[src/rtl/xmem_pkg.sv]
// constants, types and helpers shared by the external memory configuration block
package xmem_pkg;

   // -----------------------------------------------------------------
   // register map
   // -----------------------------------------------------------------
   localparam logic [7:0] MCU_CTRL_OFS = 8'h00;
   localparam logic [7:0] XMEM_A_OFS   = 8'h01;
   localparam logic [7:0] XMEM_B_OFS   = 8'h02;

   localparam logic [7:0] MCU_CTRL_RST = 8'h00;
   localparam logic [7:0] XMEM_A_RST   = 8'h00;
   localparam logic [7:0] XMEM_B_RST   = 8'h00;

   // writable bits; all others read as zero
   localparam logic [7:0] MCU_CTRL_WMASK = 8'hC0;
   localparam logic [7:0] XMEM_A_WMASK   = 8'h7E;
   localparam logic [7:0] XMEM_B_WMASK   = 8'h87;

   // -----------------------------------------------------------------
   // field positions
   // -----------------------------------------------------------------
   localparam int EXT_EN_BIT    = 7;
   localparam int UP_WAIT_LO    = 6;
   localparam int SEC_LIMIT_LSB = 4;
   localparam int LO_WAIT_LSB   = 2;
   localparam int UP_WAIT_HI    = 1;
   localparam int KEEPER_BIT    = 7;
   localparam int HI_MASK_LSB   = 0;

   localparam int          SECTOR_SHIFT = 13;
   localparam logic [2:0]  MASK_ALL     = 3'h7;
   localparam logic [1:0]  WAIT_GAP     = 2'h3;
   localparam logic [7:0]  PINS_OFF     = 8'hFF;

   // -----------------------------------------------------------------
   // types
   // -----------------------------------------------------------------
   typedef struct packed {
      logic [15:0] addr;
      logic        write;
      logic [7:0]  wdata;
   } acc_req_type;

   typedef struct packed {
      logic [2:0] limit;
      logic [1:0] upWait;
      logic [1:0] loWait;
   } sector_cfg_type;

   typedef enum logic [1:0] {
      ST_IDLE,
      ST_ADDR,
      ST_STROBE,
      ST_GAP
   } acc_state_type;

   // extra strobe cycles for a wait-state select
   function automatic logic [1:0] strobeWaits(input logic [1:0] code);
      logic [1:0] w;
      w = 2'h0;
      if (code == 2'h1) begin
         w = 2'h1;
      end else if (code != 2'h0) begin
         w = 2'h2;
      end
      return w;
   endfunction

endpackage

[src/rtl/sector_select.sv]
// picks the wait-state select of the sector an address falls in
`timescale 1ns/1ns
module sector_select (
   input  wire logic [15:0]                    addr,
   input  wire xmem_pkg::sector_cfg_type        cfg,
   output logic [1:0]                           waitCode
);

   logic [15:0] boundary;

   always_comb begin
      boundary = 16'(cfg.limit) << xmem_pkg::SECTOR_SHIFT;
      // limit zero means one sector, governed by the upper select
      if (cfg.limit == 3'h0) begin
         waitCode = cfg.upWait;
      end else if (addr >= boundary) begin
         waitCode = cfg.upWait;
      end else begin
         waitCode = cfg.loWait;
      end
   end

endmodule

[src/rtl/high_addr_mask.sv]
// turns the high-address mask code into a per-pin release mask
`timescale 1ns/1ns
module high_addr_mask (
   input  wire logic [2:0] code,
   output logic [7:0]      released
);

   genvar i;
   generate
      for (i = 0; i < 8; i++) begin : g_pin
         // code n frees the top n pins; the all-ones code frees all eight
         assign released[i] = (code == xmem_pkg::MASK_ALL) ||
                              ((4'(i) + {1'b0, code}) >= 4'h8);
      end
   endgenerate

endmodule

[src/rtl/xmem_waitstate_config.sv]
// external memory interface: sector wait-states, high-address mask, bus keeper
//
// Our own choices: the register offsets and the address-and-strobe port.
`timescale 1ns/1ns
module xmem_waitstate_config (
   input  wire logic                  mclk,
   input  wire logic                  srst,
   input  wire logic [7:0]            regAddr,
   input  wire logic [7:0]            regWdata,
   input  wire logic                  regWrite,
   input  wire logic                  regRead,
   output logic [7:0]                 regRdata,
   input  wire logic                  accReq,
   input  wire xmem_pkg::acc_req_type accIn,
   output logic                       accBusy,
   output logic                       accDone,
   output logic [7:0]                 accRdata,
   input  wire logic [7:0]            adIn,
   output logic [7:0]                 adOut,
   output logic                       adOeN,
   output logic [7:0]                 hiAddrOut,
   output logic [7:0]                 hiAddrOeN,
   output logic                       pinOverride,
   output logic                       aleOut,
   output logic                       wrN,
   output logic                       rdN,
   output logic                       keeperEn,
   output logic [7:0]                 keeperLevel
);

   // -----------------------------------------------------------------
   // register file
   // -----------------------------------------------------------------
   logic [7:0] mcuCtrl_q;
   logic [7:0] xmemA_q;
   logic [7:0] xmemB_q;
   logic [7:0] regRdata_q;

   always_ff @(posedge mclk) begin
      if (srst) begin
         mcuCtrl_q <= xmem_pkg::MCU_CTRL_RST;
         xmemA_q   <= xmem_pkg::XMEM_A_RST;
         xmemB_q   <= xmem_pkg::XMEM_B_RST;
      end else if (regWrite) begin
         if (regAddr == xmem_pkg::MCU_CTRL_OFS) begin
            mcuCtrl_q <= regWdata & xmem_pkg::MCU_CTRL_WMASK;
         end else if (regAddr == xmem_pkg::XMEM_A_OFS) begin
            xmemA_q <= regWdata & xmem_pkg::XMEM_A_WMASK;
         end else if (regAddr == xmem_pkg::XMEM_B_OFS) begin
            xmemB_q <= regWdata & xmem_pkg::XMEM_B_WMASK;
         end
      end
   end

   // unmapped reads and idle cycles return zero
   always_ff @(posedge mclk) begin
      if (srst) begin
         regRdata_q <= 8'h00;
      end else if (!regRead) begin
         regRdata_q <= 8'h00;
      end else if (regAddr == xmem_pkg::MCU_CTRL_OFS) begin
         regRdata_q <= mcuCtrl_q;
      end else if (regAddr == xmem_pkg::XMEM_A_OFS) begin
         regRdata_q <= xmemA_q;
      end else if (regAddr == xmem_pkg::XMEM_B_OFS) begin
         regRdata_q <= xmemB_q;
      end else begin
         regRdata_q <= 8'h00;
      end
   end

   assign regRdata = regRdata_q;

   // -----------------------------------------------------------------
   // configuration decode
   // -----------------------------------------------------------------
   xmem_pkg::sector_cfg_type cfg;
   logic                     extEn;
   logic [2:0]               hiMask;
   logic [7:0]               released;
   logic [1:0]               secWait;

   assign extEn      = mcuCtrl_q[xmem_pkg::EXT_EN_BIT];
   assign hiMask     = xmemB_q[xmem_pkg::HI_MASK_LSB +: 3];
   assign cfg.limit  = xmemA_q[xmem_pkg::SEC_LIMIT_LSB +: 3];
   assign cfg.upWait = {xmemA_q[xmem_pkg::UP_WAIT_HI],
                        mcuCtrl_q[xmem_pkg::UP_WAIT_LO]};
   assign cfg.loWait = xmemA_q[xmem_pkg::LO_WAIT_LSB +: 2];

   sector_select u_sector (
      .addr     (accIn.addr),
      .cfg      (cfg),
      .waitCode (secWait)
   );

   high_addr_mask u_mask (
      .code     (hiMask),
      .released (released)
   );

   // -----------------------------------------------------------------
   // bus cycle sequencer
   // -----------------------------------------------------------------
   xmem_pkg::acc_state_type state_q;
   logic                    write_q;
   logic [1:0]              waitSel_q;
   logic [1:0]              waitCnt_q;
   logic                    busy_q;
   logic                    done_q;
   logic [7:0]              accRdata_q;
   logic [7:0]              adOut_q;
   logic                    adOeN_q;
   logic [7:0]              hiAddr_q;
   logic                    ale_q;
   logic                    wrN_q;
   logic                    rdN_q;

   // requests are only taken in idle with the interface enabled
   always_ff @(posedge mclk) begin
      if (srst) begin
         state_q    <= xmem_pkg::ST_IDLE;
         write_q    <= 1'b0;
         waitSel_q  <= 2'h0;
         waitCnt_q  <= 2'h0;
         busy_q     <= 1'b0;
         done_q     <= 1'b0;
         accRdata_q <= 8'h00;
         adOut_q    <= 8'h00;
         adOeN_q    <= 1'b1;
         hiAddr_q   <= 8'h00;
         ale_q      <= 1'b0;
         wrN_q      <= 1'b1;
         rdN_q      <= 1'b1;
      end else begin
         done_q <= 1'b0;
         case (state_q)
            xmem_pkg::ST_IDLE: begin
               if (accReq && extEn) begin
                  state_q   <= xmem_pkg::ST_ADDR;
                  write_q   <= accIn.write;
                  waitSel_q <= secWait;
                  busy_q    <= 1'b1;
                  ale_q     <= 1'b1;
                  adOut_q   <= accIn.addr[7:0];
                  adOeN_q   <= 1'b0;
                  hiAddr_q  <= accIn.addr[15:8];
               end
            end
            xmem_pkg::ST_ADDR: begin
               state_q   <= xmem_pkg::ST_STROBE;
               ale_q     <= 1'b0;
               waitCnt_q <= xmem_pkg::strobeWaits(waitSel_q);
               if (write_q) begin
                  wrN_q   <= 1'b0;
                  adOut_q <= accIn.wdata;
               end else begin
                  rdN_q   <= 1'b0;
                  adOeN_q <= 1'b1;
               end
            end
            xmem_pkg::ST_STROBE: begin
               if (waitCnt_q != 2'h0) begin
                  waitCnt_q <= waitCnt_q - 2'h1;
               end else begin
                  wrN_q   <= 1'b1;
                  rdN_q   <= 1'b1;
                  adOeN_q <= 1'b1;
                  done_q  <= 1'b1;
                  if (!write_q) begin
                     accRdata_q <= adIn;
                  end
                  // extra idle cycle before the next address goes out
                  if (waitSel_q == xmem_pkg::WAIT_GAP) begin
                     state_q <= xmem_pkg::ST_GAP;
                  end else begin
                     state_q <= xmem_pkg::ST_IDLE;
                     busy_q  <= 1'b0;
                  end
               end
            end
            xmem_pkg::ST_GAP: begin
               state_q <= xmem_pkg::ST_IDLE;
               busy_q  <= 1'b0;
            end
            default: begin
               state_q <= xmem_pkg::ST_IDLE;
            end
         endcase
      end
   end

   // -----------------------------------------------------------------
   // pin ownership and bus keeper
   // -----------------------------------------------------------------
   logic [7:0] hiOeN_q;
   logic       override_q;
   logic       keeperEn_q;
   logic [7:0] keeperLevel_q;

   always_ff @(posedge mclk) begin
      if (srst) begin
         hiOeN_q    <= xmem_pkg::PINS_OFF;
         override_q <= 1'b0;
      end else begin
         override_q <= extEn;
         // released pins go back to the port, so shadowed space is reachable
         hiOeN_q <= extEn ? released : xmem_pkg::PINS_OFF;
      end
   end

   // keeper ignores the interface enable on purpose
   always_ff @(posedge mclk) begin
      if (srst) begin
         keeperEn_q    <= 1'b0;
         keeperLevel_q <= 8'h00;
      end else begin
         keeperEn_q    <= xmemB_q[xmem_pkg::KEEPER_BIT];
         keeperLevel_q <= adOeN_q ? adIn : adOut_q;
      end
   end

   assign accBusy     = busy_q;
   assign accDone     = done_q;
   assign accRdata    = accRdata_q;
   assign adOut       = adOut_q;
   assign adOeN       = adOeN_q;
   assign hiAddrOut   = hiAddr_q;
   assign hiAddrOeN   = hiOeN_q;
   assign pinOverride = override_q;
   assign aleOut      = ale_q;
   assign wrN         = wrN_q;
   assign rdN         = rdN_q;
   assign keeperEn    = keeperEn_q;
   assign keeperLevel = keeperLevel_q;

   logic [2:0] strobeLen_q;
   logic       strobeLow;
   assign strobeLow = !wrN_q || !rdN_q;

   always_ff @(posedge mclk) begin
      if (srst || !strobeLow) begin
         strobeLen_q <= 3'h0;
      end else begin
         strobeLen_q <= strobeLen_q + 3'h1;
      end
   end
endmodule

[config.mk]
export PLATFORM = sky130hd
export DESIGN_NAME = xmem_waitstate_config
export DESIGN_NICKNAME = d
export VERILOG_FILES = /design/src/rtl/xmem_pkg.sv /design/src/rtl/sector_select.sv /design/src/rtl/high_addr_mask.sv /design/src/rtl/xmem_waitstate_config.sv
export SDC_FILE = /design/constraint.sdc
export NUM_CORES = 1
export LEC_CHECK = 0
export BUFFER_PORTS_ARGS = -buffer_cell sky130_fd_sc_hd__buf_2
export CORE_AREA = 2 2 75 85
export DETAILED_ROUTE_END_ITERATION = 8
export DIE_AREA = 0 0 77 87
export HOLD_SLACK_MARGIN = 0.02
export PLACE_DENSITY = 0.8
export SKIP_CTS_REPAIR_TIMING = 1
export SLEW_MARGIN = 20
export SYNTH_ARGS = -nofsm -noshare
export SYNTH_HDL_FRONTEND = slang
export SYNTH_SLANG_ARGS = --single-unit
[constraint.sdc]
create_clock -name mclk -period 3.1 [get_ports mclk]
set_input_delay 0.465 -clock mclk [delete_from_list [all_inputs] [get_ports mclk]]
set_output_delay 0.465 -clock mclk [all_outputs]
set_load 0.01 [all_outputs]
==> results.toml <==
[outcome]
outcome = "complete, no violations"

[logic_synthesis]
synthSimpleGateAreaFrac_pct = 19.4
synth_top_family_by_area = "simple AND/OR/NAND/NOR gates"
synth_xor_area_share_pct = 0
ys_seq_elements = 75
synth_fa_ha_area_share_pct = 3.81
synth.distinct_cells = 38
synth_area_um2 = 2960
synthMuxAreaShare_pct = 10.5
synth_edf_count = 0
synthFlopType = "dfxtp_1"
async_reset_ff_share_pct = 0
yosys_warnings = 0
seq_area_frac_synth_pct = 50.7
synth_compound_area_share_pct = 12.5
synth_fp_nets = 385
syn_inst = 322
syn_avg_cell_area_um2 = 9.19

[power_and_ir_drop]
ir_worst_vdd_mv = 0.465
pwr_density_cell_nw_per_um2 = 530
leakagePower_nw = 1.76

[cts]
cts_buffer_depth = 2
path_clk_slew_ps = 80
cts_tree = "done"
root_buffer = "clkbuf_8"
cts_max_level = 3
cts_made_buffers = 9
cts_sinks = 75
clkLatencyLatePin_ps = 350

[finish]
syn_to_final_growth_pct = 28.5
final_common_cell = "buf_2"
diodes = 0
finalNetCount = 493
final_util_pct = 64.1
drive_above_1_share_pct = 30.3
mostFrequentLayoutCells = "buf_2, dfxtp_1, nand2_1"

[worst_setup_path]
rrSetupSlack_ps = 1060
path_depth = 5
startpoint = "state_q[1]"
r2r-end = "adOut[7]"
cp_cell_sequence = "inv_1 -> ha_1 -> o211a_1 -> nor2_1 -> a211oi_1"
crit_family = "compound AO/OA/AOI/OAI gates"
critical_path_buf_inv_count = 1
max_stage_delay_ps = 680
end_kind = "register"
crit_end = "adOut[7]"
cp.required_ps = 3360
reg2reg_depth = 5
arrival_ps = 2300
crit_type = "reg -> reg"
crit_slowest_cell = "ha_1"
path_max_fanout = 18
startpoint_type = "register"
reg2reg_from = "state_q[1]"

[place]
place_congestion = 0.799
numPortBuffers = 109
place_ws_ps = 1080
dp_hpwl_um = 5010

[die]
die_w_um = 77
rows = 30
ios = 110
fp.coreArea_um2 = 5930
fp.dieH_um = 87
initial_core_util_pct = 49.9
die_area_um2 = 6700

[detailed_routing]
wl_met2_um = 3410
vias = 2630
dr.pass1.iters = 5
routed_via_density = 5.11
wl_met3_um = 406
met1_length_um = 2900
wirelength_um = 6840
drc = 0
routedWlPerCell_um = 13.3
first_iter_violations = 190
ant_nets = 0
top_layer = "met4"

[global_route]
grt_pass1_vias = 2413
grt_pass1_wl_um = 10800
grtUsageTotal_pct = 20.4
grt.overflow.total = 0
antenna_found_initial = 0
grt_max_degree = 53

[sta]
finalSetupViolCount = 0
worst_slack_ps = 1060
max_freq_ghz = 0.490
fin_crit_ps = 2040
finalCritPeriodShare_pct = 65.8
finClkSkew_ps = 8.13
rsz0062_at_grt = "false"
finalHoldViolCount = 0
drv_slew = 0
setup_tns_ps = 0
relSlewSlack_pct = 47.5
tightest_slew_ps = 788

[job]
cap_violations = 0

[worst_hold_path]
hp-class = "in -> reg"
holdPathStages = 3
==> area by class of cell <==
cell class,count,area [µm²]
Clock buffer,9,124
Clock inverter,7,116
Fill cell,543,2130
Inverter,11,41.3
Multi-Input combinational cell,223,1370
Sequential cell,75,1500
Tap cell,80,100
Timing Repair Buffer,110,553
==> worst min-delay path, cell delays in order <==
cell	delay, ps
buf_2	70
mux2i_1	50
nor2_1	70
==> cells in the mapped netlist, drive strengths merged (2+ instances only) <==
cell / number / area (µm²)
dfxtp: 75 / 1500
nand2: 46 / 173
nor2: 42 / 158
mux2i: 31 / 310
a21oi: 25 / 125
clkbuf: 11 / 41.3
inv: 11 / 41.3
a211oi: 9 / 67.6
ha: 9 / 113
o21ai: 8 / 40.0
nand4: 7 / 43.8
nor2b: 5 / 31.3
nor3: 5 / 25.0
and3: 4 / 25.0
nor4b: 3 / 26.3
a22oi: 2 / 15.0
a31oi: 2 / 12.5
and4: 2 / 17.5
buf: 2 / 10.0
nand3: 2 / 10.0
nor4: 2 / 18.8
o31ai: 2 / 15.0
or2: 2 / 12.5
or3: 2 / 12.5
==> logic make-up (layout without fill, tap and decap cells) <==
family	after synthesis	in the layout
muxes	31	31
AOI/OAI and AO/OA	58	58
DFF	75	75
buffers and inverters	24	137
and+or+nand+nor	125	125
adders and majority gates	9	9
==> report_power, final <==
group          internal [W]  switching [W]
clock              0.000533       0.000361
sequential         0.000977     0.00000959
combinational     0.0000613      0.0000725
total               0.00157       0.000443
==> layer usage <==
metal	track usage (%)	vias to the layer above
met2	34.3	89
met5	0	-
li1	-	1331
met3	3.63	9
met1	25.2	1201
met4	10.9	0
==> state kept, by name, indices dropped and copies added, names as in the netlist, 2 cells and up <==
name	cells
accRdata	8
adOut	8
hiAddrOeN	8
hiAddrOut	8
keeperLevel	8
mcuCtrl_q	2
regRdata	8
state_q	2
waitCnt_q	2
waitSel_q	2
xmemA_q	6
xmemB_q	4
==> worst min path at each step <==
stage                             from            to  slack (ps)
after global placement    hiAddrOut[2]  hiAddrOut[2]         440
after global routing       regWdata[5]    xmemA_q[5]         350
final                      regWdata[0]    xmemB_q[0]         340
after floorplan           waitCnt_q[1]  waitCnt_q[1]         430
after detailed placement   accRdata[1]   accRdata[1]         440
after CTS                  regWdata[0]    xmemB_q[0]         340
==> stage by stage <==
step	cells	total power (W)	hold WS (ps)	area (µm²)
final	515	0.00201	344	3800
after detailed placement	499	0.00114	445	3560
after global routing	515	0.00209	354	3800
after CTS	515	0.00203	343	3800
after global placement	499	0.00114	439	3560
after floorplan	322	0.00107	432	2960
Power figures use the tool's default switching activity.
